--- src/rtl/iab_pkg.sv ---
// shared constants for the i2c address, baud and buffer block
package iab_pkg;
  // ---------------------------------------------------------------
  // register byte offsets
  // ---------------------------------------------------------------
  localparam logic [7:0] IAB_OFF_ADDR = 8'h00;
  localparam logic [7:0] IAB_OFF_BUF = 8'h04;
  localparam logic [7:0] IAB_OFF_MASK = 8'h08;
  localparam logic [7:0] IAB_OFF_CTRL = 8'h0c;
  localparam logic [7:0] IAB_OFF_STAT = 8'h10;
  // ---------------------------------------------------------------
  // reset values
  // ---------------------------------------------------------------
  localparam logic [7:0] IAB_RST_ADDR = 8'h00;
  localparam logic [7:0] IAB_RST_MASK = 8'hff;
  localparam logic [1:0] IAB_RST_MODE = 2'h0;
  // ---------------------------------------------------------------
  // mode codes in control bits 1:0
  // ---------------------------------------------------------------
  localparam logic [1:0] IAB_MODE_OFF = 2'h0;
  localparam logic [1:0] IAB_MODE_MASTER = 2'h1;
  localparam logic [1:0] IAB_MODE_SLV7 = 2'h2;
  localparam logic [1:0] IAB_MODE_SLV10 = 2'h3;
  // ---------------------------------------------------------------
  // status bit positions
  // ---------------------------------------------------------------
  localparam int IAB_STAT_BUSY = 0;
  localparam int IAB_STAT_MATCH = 1;
  localparam int IAB_STAT_FULL = 2;
  localparam int IAB_STAT_NACK = 3;
  // ---------------------------------------------------------------
  // protocol figures
  // ---------------------------------------------------------------
  localparam logic [4:0] IAB_TEN_BIT_PREFIX = 5'h1e;
  localparam logic [3:0] IAB_BITS_PER_BYTE = 4'h8;
  // ---------------------------------------------------------------
  // engine states
  // ---------------------------------------------------------------
  typedef enum logic [3:0] {
    IAB_ST_IDLE = 4'h0,
    IAB_ST_M_START = 4'h1,
    IAB_ST_M_LOW = 4'h2,
    IAB_ST_M_HIGH = 4'h3,
    IAB_ST_M_STOP_LO = 4'h4,
    IAB_ST_M_STOP_HI = 4'h5,
    IAB_ST_S_ADDR = 4'h6,
    IAB_ST_S_ACK = 4'h7,
    IAB_ST_S_DATA = 4'h8,
    IAB_ST_S_SKIP = 4'h9
  } iab_state_t;
endpackage

--- src/rtl/iab_baud.sv ---
// half-period tick generator for master scl
`timescale 1ns/1ps
module iab_baud
  import iab_pkg::*;
(
  input wire logic sys_clk,
  input wire logic rst_n,
  input wire logic run,
  input wire logic [7:0] divider,
  output logic tick
);
  logic [8:0] cnt;
  logic [8:0] next_cnt;
  logic next_tick;

  // ---------------------------------------------------------------
  // reload with 2*div+1 so each half lasts 2*(div+1) cycles
  // ---------------------------------------------------------------
  always_comb begin
    next_cnt = cnt;
    next_tick = 1'b0;
    if (!run) begin
      next_cnt = {divider, 1'b1};
    end else if (cnt == 9'h000) begin
      next_cnt = {divider, 1'b1};
      next_tick = 1'b1;
    end else begin
      next_cnt = cnt - 9'h001;
    end
  end

  always_ff @(posedge sys_clk or negedge rst_n) begin
    if (!rst_n) begin
      cnt <= 9'h000;
      tick <= 1'b0;
    end else begin
      cnt <= next_cnt;
      tick <= next_tick;
    end
  end
endmodule

--- src/rtl/iab_match.sv ---
// masked slave address comparison for 7-bit and 10-bit modes
`timescale 1ns/1ps
module iab_match
  import iab_pkg::*;
(
  input wire logic ten_bit,
  input wire logic high_done,
  input wire logic [7:0] rx_byte,
  input wire logic [7:0] addr,
  input wire logic [7:0] mask,
  output logic match
);
  // ---------------------------------------------------------------
  // bit compare only where mask is set
  // ---------------------------------------------------------------
  function automatic logic [7:0] diff(input logic [7:0] a, input logic [7:0] b,
                                      input logic [7:0] m);
    diff = (a ^ b) & m;
  endfunction

  logic [7:0] d;

  always_comb begin
    d = diff(rx_byte, addr, mask);
    if (!ten_bit) begin
      match = (d[7:1] == 7'h00);
    end else if (!high_done) begin
      match = (rx_byte[7:3] == IAB_TEN_BIT_PREFIX) && (d[2:1] == 2'h0);
    end else begin
      match = (d == 8'h00);
    end
  end
endmodule

--- src/rtl/iab_top.sv ---
// i2c address/baud register, data buffer and byte engine with apb access
`timescale 1ns/1ps
module iab_top
  import iab_pkg::*;
(
  input wire logic sys_clk,
  input wire logic rst_n,
  input wire logic psel,
  input wire logic penable,
  input wire logic pwrite,
  input wire logic [7:0] paddr,
  input wire logic [31:0] pwdata,
  output logic [31:0] prdata,
  output logic pready,
  output logic pslverr,
  input wire logic scl_i,
  output logic scl_o,
  output logic scl_oe,
  input wire logic sda_i,
  output logic sda_o,
  output logic sda_oe
);
  // ---------------------------------------------------------------
  // pin synchronisers and bus events
  // ---------------------------------------------------------------
  logic scl_s1, scl_s2, scl_d;
  logic sda_s1, sda_s2, sda_d;
  logic scl_rise, scl_fall, bus_start, bus_stop;

  always_ff @(posedge sys_clk or negedge rst_n) begin
    if (!rst_n) begin
      scl_s1 <= 1'b1;
      scl_s2 <= 1'b1;
      scl_d <= 1'b1;
      sda_s1 <= 1'b1;
      sda_s2 <= 1'b1;
      sda_d <= 1'b1;
    end else begin
      scl_s1 <= scl_i;
      scl_s2 <= scl_s1;
      scl_d <= scl_s2;
      sda_s1 <= sda_i;
      sda_s2 <= sda_s1;
      sda_d <= sda_s2;
    end
  end

  assign scl_rise = scl_s2 && !scl_d;
  assign scl_fall = !scl_s2 && scl_d;
  assign bus_start = scl_s2 && scl_d && sda_d && !sda_s2;
  assign bus_stop = scl_s2 && scl_d && !sda_d && sda_s2;

  // ---------------------------------------------------------------
  // state
  // ---------------------------------------------------------------
  logic [7:0] divider, next_divider;
  logic [7:0] mask, next_mask;
  logic [1:0] mode, next_mode;
  logic [7:0] buffer, next_buffer;
  logic buf_full, next_buf_full;
  logic nack, next_nack;
  logic matched, next_matched;
  logic high_done, next_high_done;
  iab_state_t st, next_st;
  logic [3:0] bitcnt, next_bitcnt;
  logic [7:0] shreg, next_shreg;
  logic next_scl_oe, next_sda_oe;
  logic [31:0] next_prdata;
  logic next_pready, next_pslverr;

  // ---------------------------------------------------------------
  // helpers
  // ---------------------------------------------------------------
  logic tick, baud_run, addr_match, acc, wr_done, rd_done, mapped;
  logic busy, is_slave, rw_ok;
  logic [7:0] rx_byte;

  assign acc = psel && penable;
  assign wr_done = acc && pready && pwrite;
  assign rd_done = acc && pready && !pwrite;
  assign busy = (st != IAB_ST_IDLE);
  assign is_slave = (mode == IAB_MODE_SLV7) || (mode == IAB_MODE_SLV10);
  // 10-bit low byte carries address bit 0, no direction bit
  assign rw_ok = !shreg[0] || ((mode == IAB_MODE_SLV10) && high_done);
  assign rx_byte = shreg;
  assign baud_run = (st == IAB_ST_M_START) || (st == IAB_ST_M_LOW) ||
                    (st == IAB_ST_M_HIGH) || (st == IAB_ST_M_STOP_LO) ||
                    (st == IAB_ST_M_STOP_HI);
  assign mapped = (paddr == IAB_OFF_ADDR) || (paddr == IAB_OFF_BUF) ||
                  (paddr == IAB_OFF_MASK) || (paddr == IAB_OFF_CTRL) ||
                  (paddr == IAB_OFF_STAT);

  iab_baud u_baud (
    .sys_clk(sys_clk),
    .rst_n(rst_n),
    .run(baud_run),
    .divider(divider),
    .tick(tick)
  );

  iab_match u_match (
    .ten_bit(mode == IAB_MODE_SLV10),
    .high_done(high_done),
    .rx_byte(rx_byte),
    .addr(divider),
    .mask(mask),
    .match(addr_match)
  );

  // ---------------------------------------------------------------
  // apb slave, one wait state
  // ---------------------------------------------------------------
  always_comb begin
    next_pready = 1'b0;
    next_pslverr = 1'b0;
    next_prdata = prdata;
    if (acc && !pready) begin
      next_pready = 1'b1;
      next_pslverr = !mapped;
      unique case (paddr)
        IAB_OFF_ADDR: next_prdata = {24'h000000, divider};
        IAB_OFF_BUF: next_prdata = {24'h000000, buffer};
        IAB_OFF_MASK: next_prdata = {24'h000000, mask};
        IAB_OFF_CTRL: next_prdata = {30'h0, mode};
        IAB_OFF_STAT: next_prdata = {28'h0000000, nack, buf_full, matched, busy};
        default: next_prdata = 32'h00000000;
      endcase
    end
  end

  // ---------------------------------------------------------------
  // registers and byte engine
  // ---------------------------------------------------------------
  always_comb begin
    next_divider = divider;
    next_mask = mask;
    next_mode = mode;
    next_buffer = buffer;
    next_buf_full = buf_full;
    next_nack = nack;
    next_matched = matched;
    next_high_done = high_done;
    next_st = st;
    next_bitcnt = bitcnt;
    next_shreg = shreg;
    next_scl_oe = scl_oe;
    next_sda_oe = sda_oe;

    // software side
    if (rd_done && paddr == IAB_OFF_BUF) begin
      next_buf_full = 1'b0;
    end
    if (wr_done) begin
      unique case (paddr)
        IAB_OFF_ADDR: next_divider = pwdata[7:0];
        IAB_OFF_MASK: next_mask = pwdata[7:0];
        IAB_OFF_CTRL: next_mode = pwdata[1:0];
        IAB_OFF_BUF: begin
          if (!busy) begin
            next_buffer = pwdata[7:0];
            if (mode == IAB_MODE_MASTER) begin
              next_shreg = pwdata[7:0];
              next_sda_oe = 1'b1;
              next_nack = 1'b0;
              next_st = IAB_ST_M_START;
            end
          end
        end
        default: begin
        end
      endcase
    end

    // engine
    unique case (st)
      IAB_ST_IDLE: begin
        if (is_slave && bus_start) begin
          next_st = IAB_ST_S_ADDR;
          next_bitcnt = 4'h0;
          next_matched = 1'b0;
          next_high_done = 1'b0;
        end
      end
      IAB_ST_M_START: begin
        if (tick) begin
          next_scl_oe = 1'b1;
          next_sda_oe = !shreg[7];
          next_bitcnt = 4'h0;
          next_st = IAB_ST_M_LOW;
        end
      end
      IAB_ST_M_LOW: begin
        if (tick) begin
          next_scl_oe = 1'b0;
          next_st = IAB_ST_M_HIGH;
        end
      end
      IAB_ST_M_HIGH: begin
        if (tick) begin
          next_scl_oe = 1'b1;
          if (bitcnt == IAB_BITS_PER_BYTE) begin
            next_nack = sda_s2;
            next_sda_oe = 1'b1;
            next_st = IAB_ST_M_STOP_LO;
          end else begin
            next_bitcnt = bitcnt + 4'h1;
            next_shreg = {shreg[6:0], 1'b0};
            next_sda_oe = (bitcnt == IAB_BITS_PER_BYTE - 4'h1) ? 1'b0 : !shreg[6];
            next_st = IAB_ST_M_LOW;
          end
        end
      end
      IAB_ST_M_STOP_LO: begin
        if (tick) begin
          next_scl_oe = 1'b0;
          next_st = IAB_ST_M_STOP_HI;
        end
      end
      IAB_ST_M_STOP_HI: begin
        if (tick) begin
          next_sda_oe = 1'b0;
          next_st = IAB_ST_IDLE;
        end
      end
      IAB_ST_S_ADDR, IAB_ST_S_DATA: begin
        if (scl_rise && bitcnt != IAB_BITS_PER_BYTE) begin
          next_shreg = {shreg[6:0], sda_s2};
          next_bitcnt = bitcnt + 4'h1;
        end else if (scl_fall && bitcnt == IAB_BITS_PER_BYTE) begin
          if (st == IAB_ST_S_DATA) begin
            next_buffer = shreg;
            next_buf_full = 1'b1;
            next_sda_oe = 1'b1;
            next_st = IAB_ST_S_ACK;
          end else if (addr_match && rw_ok) begin
            next_sda_oe = 1'b1;
            next_st = IAB_ST_S_ACK;
            if (mode == IAB_MODE_SLV10 && !high_done) begin
              next_high_done = 1'b1;
            end else begin
              next_matched = 1'b1;
            end
          end else begin
            next_st = IAB_ST_S_SKIP;
          end
        end
      end
      IAB_ST_S_ACK: begin
        if (scl_fall) begin
          next_sda_oe = 1'b0;
          next_bitcnt = 4'h0;
          next_st = matched ? IAB_ST_S_DATA : IAB_ST_S_ADDR;
        end
      end
      IAB_ST_S_SKIP: begin
      end
      default: begin
        next_st = IAB_ST_IDLE;
      end
    endcase

    // bus conditions seen by the slave
    if (is_slave && (st != IAB_ST_IDLE)) begin
      if (bus_stop) begin
        next_st = IAB_ST_IDLE;
        next_sda_oe = 1'b0;
      end else if (bus_start) begin
        next_st = IAB_ST_S_ADDR;
        next_bitcnt = 4'h0;
        next_matched = 1'b0;
        next_high_done = 1'b0;
        next_sda_oe = 1'b0;
      end
    end
    if (next_mode == IAB_MODE_OFF || (next_mode != mode)) begin
      next_st = IAB_ST_IDLE;
      next_scl_oe = 1'b0;
      next_sda_oe = 1'b0;
    end
  end

  always_ff @(posedge sys_clk or negedge rst_n) begin
    if (!rst_n) begin
      divider <= IAB_RST_ADDR;
      mask <= IAB_RST_MASK;
      mode <= IAB_RST_MODE;
      buf_full <= 1'b0;
      nack <= 1'b0;
      matched <= 1'b0;
      high_done <= 1'b0;
      st <= IAB_ST_IDLE;
      bitcnt <= 4'h0;
      shreg <= 8'h00;
      scl_oe <= 1'b0;
      sda_oe <= 1'b0;
      scl_o <= 1'b0;
      sda_o <= 1'b0;
      prdata <= 32'h00000000;
      pready <= 1'b0;
      pslverr <= 1'b0;
    end else begin
      divider <= next_divider;
      mask <= next_mask;
      mode <= next_mode;
      buf_full <= next_buf_full;
      nack <= next_nack;
      matched <= next_matched;
      high_done <= next_high_done;
      st <= next_st;
      bitcnt <= next_bitcnt;
      shreg <= next_shreg;
      scl_oe <= next_scl_oe;
      sda_oe <= next_sda_oe;
      scl_o <= 1'b0;
      sda_o <= 1'b0;
      prdata <= next_prdata;
      pready <= next_pready;
      pslverr <= next_pslverr;
    end
  end

  // ---------------------------------------------------------------
  // data buffer, no reset
  // ---------------------------------------------------------------
  always_ff @(posedge sys_clk) begin
    buffer <= next_buffer;
  end
endmodule

--- config.mk ---
export PLATFORM = sky130hd
export DESIGN_NAME = iab_top
export DESIGN_NICKNAME = d
export VERILOG_FILES = /design/src/rtl/iab_pkg.sv /design/src/rtl/iab_baud.sv /design/src/rtl/iab_match.sv /design/src/rtl/iab_top.sv
export SDC_FILE = /design/constraint.sdc
export NUM_CORES = 1
export LEC_CHECK = 0
export ABC_CLOCK_PERIOD_IN_PS = 4100
export BUFFER_PORTS_ARGS = -buffer_cell sky130_fd_sc_hd__buf_4
export CORE_MARGIN = 10
export CORE_UTILIZATION = 62
export CTS_BUF_LIST = sky130_fd_sc_hd__clkbuf_2 sky130_fd_sc_hd__clkbuf_4 sky130_fd_sc_hd__clkbuf_8
export DETAILED_ROUTE_END_ITERATION = 6
export GPL_TIMING_DRIVEN = 0
export PLACE_DENSITY = 0.95
export SLEW_MARGIN = 40
export SYNTH_ARGS = -nofsm -noshare
export SYNTH_HDL_FRONTEND = slang
export SYNTH_SLANG_ARGS = --single-unit
--- constraint.sdc ---
create_clock -name sys_clk -period 4.1 [get_ports sys_clk]
set_clock_uncertainty 0.2 [all_clocks]
set_input_delay 0.41 -clock sys_clk [delete_from_list [all_inputs] [get_ports sys_clk]]
set_output_delay 0.41 -clock sys_clk [all_outputs]
set_load 0.01 [all_outputs]
======== After elaboration in Yosys (flattened, before gate mapping) ========
Cells that the tools add are included.
storage, ports and cells
  input bits .............................. 47
  register bits ........................... 98
  bits in latches ......................... 0
  word-level logic and storage cells ...... 222
  output and inout bits ................... 38
  memories kept ........................... 0
  ROM bits ................................ 0
  RAM bits ................................ 0
cells by class
  add/sub/neg operators ................... 2
  shift-type cells ........................ 0
  order comparisons ....................... 0
  muxes and demuxes ....................... 113
  eq/ne operators ......................... 23
  multipliers ............................. 0
  div/mod/pow operators ................... 0
  bitwise operators ....................... 2
  reduce and logical (&&, ||, !) cells .... 58
operator list
  cell                                                   number
  2-to-1 mux 4 bit                                       29
  2-to-1 mux 8 bit                                       14
  2-to-1 mux 1 bit                                       57
  case mux 8 bit (5 select lines)                        1
  case mux 4 bit (9 select lines)                        1
  logical AND 1 bit                                      21
  equality test 4 x 3 -> 1 bit, second input constant    5
  case mux 4 bit (5 select lines)                        1
  2-to-1 mux 9 bit                                       2
  equality test 8 x 4 -> 1 bit, second input constant    2
  zero test 8 bit                                        2
  case mux 8 bit (2 select lines)                        1
  equality test 4 bit, second input constant             3
  zero test 1 bit                                        11
  logical OR 1 bit                                       11
  zero test 9 bit                                        1
  subtractor 9 x 1 -> 9 bit, second input constant       1
  bitwise AND 8 bit                                      1
  equality test 4 x 2 -> 1 bit, second input constant    2
  equality test 8 x 3 -> 1 bit, second input constant    1
  equality test 8 x 5 -> 1 bit, second input constant    1
  bitwise XOR 8 bit                                      1
  zero test 7 bit                                        1
  inequality test 3 x 1 -> 1 bit, second input constant  2
  other kinds (18)                                       26

======== Logic depth before layout (Yosys ltp) ========
  depth in word-level cells ............... 16
  depth in mapped cells ................... 8
  gate-level depth less buffers ........... 7

======== Hierarchy ========
A second synthesis with hierarchy kept.
unflattened totals
  cell total of the unflattened synthesis .. 456
  area, all modules ....................... 4,393.0 sq um
modules (own cells, without submodules)
  module     seq. area each (sq um)  cells an instance  times used  area an instance (sq um)
  iab_top    1,579.0                 388                1           3,743.6
  iab_baud   250.2                   49                 1           509.2
  iab_match  0.0                     19                 1           140.1

======== Worst setup path before layout ========
OpenSTA, ideal clock, no wires.
  path type ............................... in2reg
  start ................................... in paddr[0]
  end ..................................... reg divider[0]
  buffers on the path ..................... 0
  arrival ................................. 1.840 ns
  slack ................................... 1.935 ns
  data required time ...................... 3.775 ns
  library setup time ...................... 0.125 ns
  stages .................................. 4
  path through ............................ or4_4 > nor3_2 > nand3_2 > mux2_2
between the ends
  longest elaborated chain between the ends .. 2
RTL lines
  element                               line            source
  start, declared                       iab_top.sv:11   input wire logic [7:0] paddr,
  zero test 8 bit                       iab_top.sv:154  unique case (paddr)
  AND reduction 2 bit (no source line)  -
  end signal, assigned                  iab_top.sv:302  divider <= next_divider;
  end, declared                         iab_top.sv:56   logic [7:0] divider, next_divider;
Every way passes these cells.
A chain may end at the register's enable or synchronous reset.

======== Final worst setup path ========
  start ................................... reg bitcnt[0]
  end ..................................... reg bitcnt[1]
between the ends
  longest elaborated chain between the ends .. 7
  elaborated cells on any way between the ends .. 11
  classes of those cells .................. 1 x add/sub; 2 x eq/ne; 7 x mux; 1 x reduce/logical
RTL lines
  element                                                line                            source
  start, declared                                        iab_top.sv:65                   logic [3:0] bitcnt, next_bitcnt;
  start signal, assigned                                 iab_top.sv:310                  bitcnt <= next_bitcnt;
  adder 4 x 1 -> 4 bit, or another cell as far along     iab_top.sv:206, iab_top.sv:228
  2-to-1 mux 4 bit or logical AND 1 bit (tied branches)  iab_top.sv:201, iab_top.sv:226
  2-to-1 mux 4 bit, on equally long branches             iab_top.sv:199, iab_top.sv:226
  case mux 4 bit (5 select lines) (*)                    iab_top.sv:175                  unique case (st)
  2-to-1 mux 4 bit                                       iab_top.sv:267                  end else if (bus_start) begin
  2-to-1 mux 4 bit                                       iab_top.sv:264                  if (bus_stop) begin
  2-to-1 mux 4 bit (*)                                   iab_top.sv:263                  if (is_slave && (st != IAB_ST_IDLE)) begin
  net next_bitcnt[1]                                     iab_top.sv:65
The timed path passes the listed nets; every way through them passes the cells marked *.

==> out/metrics.cfg <==
[outcome]
status = completed

[worst_setup_path]
cp_cell_sequence = inv_1 -> ha_1 -> nand3b_1 -> nand3_1 -> o21ai_2 -> buf_2 -> nand3b_1 -> o31ai_1
r2r_start = bitcnt[0]
cp_max_fo = 10
critPathSlowestCell = o21ai_2
worstSetupPathType = flip-flop to flip-flop
crit_path_end_kind = flip-flop
arrival_ps = 2600
worst_path_largest_cell_delay_ps = 440
critPathBufInv = 2
crit_required_ps = 4150
startpoint = bitcnt[0]
cp-start-kind = flip-flop
path_common_cell = nand3b_1
cpLargestDelayFamily = simple AND/OR/NAND/NOR gates

[logic_synthesis]
synth.avg_cell_area_sq_um = 9.399
synth_mux_area_share_pct = 10.41
synthFlopType = dfrtp_1
synthArstFlopShare_pct = 89.19
synth_largest_area_cell = dfrtp_1
yosysSeqAreaShare_pct = 41.15
synth_most_common_cell = dfrtp_1
synth_compound_area_share_pct = 18.18
synth-simple-area-share_pct = 18.18
ys_top_cells_by_count = dfrtp_1 (52), nand2_1 (49), o21ai_0 (34)
synth_cell_types = 73
synth_cells = 473
synth_top_area_share_pct = 29.27
synth_area_leaders = dfrtp_1 (29%), dfstp_2 (8.3%), mux2i_1 (5.9%)
ys_ff_latch = 74
syn-cell-area_sq_um = 4446
synth_edf_count = 0
yosysWarnings = 0
synth_adder_area_share_pct = 0.8444
synth_top_family_by_area = compound AO/OA/AOI/OAI gates
synth_xor_area_share_pct = 3.152

[clock_tree]
clkLatencyLatePin_ps = 350
numCtsBuffers = 9
clk_pin_slew_ps = 80
post_cts_resized = 0
clkSinkCount = 74
clockRootBuffer = clkbuf_8
cts_tree = yes
clockBufferDepth = 2
post_cts.repair.setup_buffers = 0
cts_hold_buf = 3
htreeDepth = 3

[routing]
drc = 0
dr_total_vias = 4074
antenna_left = 0
vias_per_cell = 6.326
wirelength_mm = 12.10
drt_iter0_markers = 366
dr.pass1.iters = 5
wire_per_inst_microns = 18.79

[placement]
gp_congestion = 0.9422
place_ws_ps = 1519
dpl-instance-area_sq_um = 4892
dp_hpwl_mm = 8.828
port_buffers = 31

[cells_and_area]
syn2layout_area_growth_pct = 14.89
nets = 593
n_antenna_cell = 0
layout-drive-gt1-share_pct = 23.54
finish.instance_area_sq_um = 5107
fill_cells = 489

[sta]
fmax_ghz = 0.3924
rsz0062_at_grt = no
period_minus_slack_ps = 2548
final-setup-viol-count = 0
period_share_pct = 62.15
hold_viol_final = 0
fin_ws_ps = 1552
slew_headroom_pct = 55.99
tightest_slew_ps = 660.2
final-max-slew-violation-count = 0
setup_tns_ps = 0

[pwr]
power_density_nw_per_um2 = 266.2
p_leak_nw = 2.293
peakVddDrop_mv = 0.2762

[floorplan]
dieArea_sq_um = 10960
row_count = 30
die_h_microns = 104.7
io_pins = 85
coreArea_sq_um = 6869
die_w_microns = 104.7
start_util_pct = 64.72

[global_routing]
grt_pass1_vias = 3879
antenna_found_initial = 0
grt_max_degree = 67
grtUsageTotal_pct = 21.06
grt.overflow.total = 0
grt_pass1_wl_mm = 19.32

[min_path]
hold_path_class = input port to flip-flop
worstHoldStart = pwrite

[flow_run]
cap_violations = 0

## layer usage
metal	vias to the layer above	wire length, microns	GRT usage (%)
met3	37	1234	6.081
met5	-	0	0
met1	1962	4813	26.18
met2	259	5774	34.74
li1	1816	-	-
met4	0	277	6.275
## state kept, by name, indices dropped and copies added, names as in the netlist, 2 cells and up
| register | cells |
|---|---|
| divider | 8 |
| u_baud.cnt | 9 |
| prdata | 8 |
| mask | 8 |
| st | 4 |
| mode | 2 |
| buffer | 8 |
| rx_byte | 8 |
| bitcnt | 4 |
## layout make-up
class / instances / area [sq um] / area share (%)
multi-input combinational: 361 / 2365 / 46.30
sequential: 74 / 1829 / 35.82
buffer: 51 / 305.3 / 5.977
timing repair buffer: 34 / 266.5 / 5.218
clock buffer: 11 / 138.9 / 2.719
tap: 96 / 120.1 / 2.352
inverter: 12 / 50.05 / 0.9799
clock inverter: 5 / 32.53 / 0.6369
## cell usage in the layout, fill, tap and decap left out, types with 4 or more instances in the layout
cell | synthesis | layout
a211oi_1 | 4 | 4
a21oi_1 | 23 | 23
a22o_1 | 6 | 6
a22oi_1 | 4 | 4
buf_2 | 4 | 4
buf_4 | 27 | 57
clkbuf_1 | 17 | 17
clkbuf_8 | 0 | 9
conb_1 | 1 | 26
dfrtp_1 | 52 | 52
dfstp_2 | 14 | 14
dfxtp_1 | 8 | 8
inv_1 | 11 | 11
mux2_2 | 18 | 18
mux2i_1 | 26 | 26
nand2_1 | 49 | 49
nand2b_1 | 8 | 8
nand3_1 | 12 | 12
nand3b_1 | 8 | 8
nand4_1 | 7 | 7
nor2_1 | 19 | 19
nor2b_1 | 7 | 7
nor3_1 | 6 | 5
o21ai_0 | 34 | 34
o22ai_1 | 10 | 10
or2_2 | 4 | 4
xnor2_1 | 5 | 5
xor2_1 | 11 | 11
## logic make-up (layout without fill, tap and decap cells)
kind of cell / after synthesis / after routing
flops: 74 / 74
compound gates: 123 / 123
buf+inv: 63 / 113
xor+xnor: 16 / 16
fa+ha+maj: 3 / 3
mux: 44 / 44
other cells: 1 / 26
simple gates: 149 / 149
## worst register-to-register path, delay by kind of cell, from the launching register on
kind	cells	cell delay, ps
AO/OA/AOI/OAI	2	520
adder cells (fa/ha/maj)	1	230
AND/OR/NAND/NOR	3	710
flip-flops	1	430
buffers and inverters	2	360
## stage by stage
stage               hold slack [ps]  total power [W]  utilization, %  std cells
floorplan                    -85.59        0.0008158               -        498
global placement              146.6        0.0008595           71.22        625
detailed placement            148.1        0.0008621           71.22        625
CTS                           106.9         0.001359           74.15        644
global route                  120.8         0.001405           74.35        644
finish                        120.5         0.001360           74.35        644
## report_power, final
part           switching (W)  internal, W  leakage [nW]
logic              0.0000654    0.0000465          1.32
clock network       0.000272     0.000232        0.0939
registers         0.00000600     0.000737         0.878
total               0.000344      0.00102          2.29
## path summary, 6_finish.rpt
path | slack [ps] | to | cells past startpoint
setup reg to reg | 1550 | bitcnt[1] | 8
hold / removal | 120 | buf_full | 3
max in group asynchronous | 2880 | scl_oe | 2
hold reg to reg | 160 | scl_s2 | 0
setup / recovery | 1550 | bitcnt[1] | 8
min in group asynchronous | 400 | prdata[4] | 2
(Power assumes the default switching activity.)
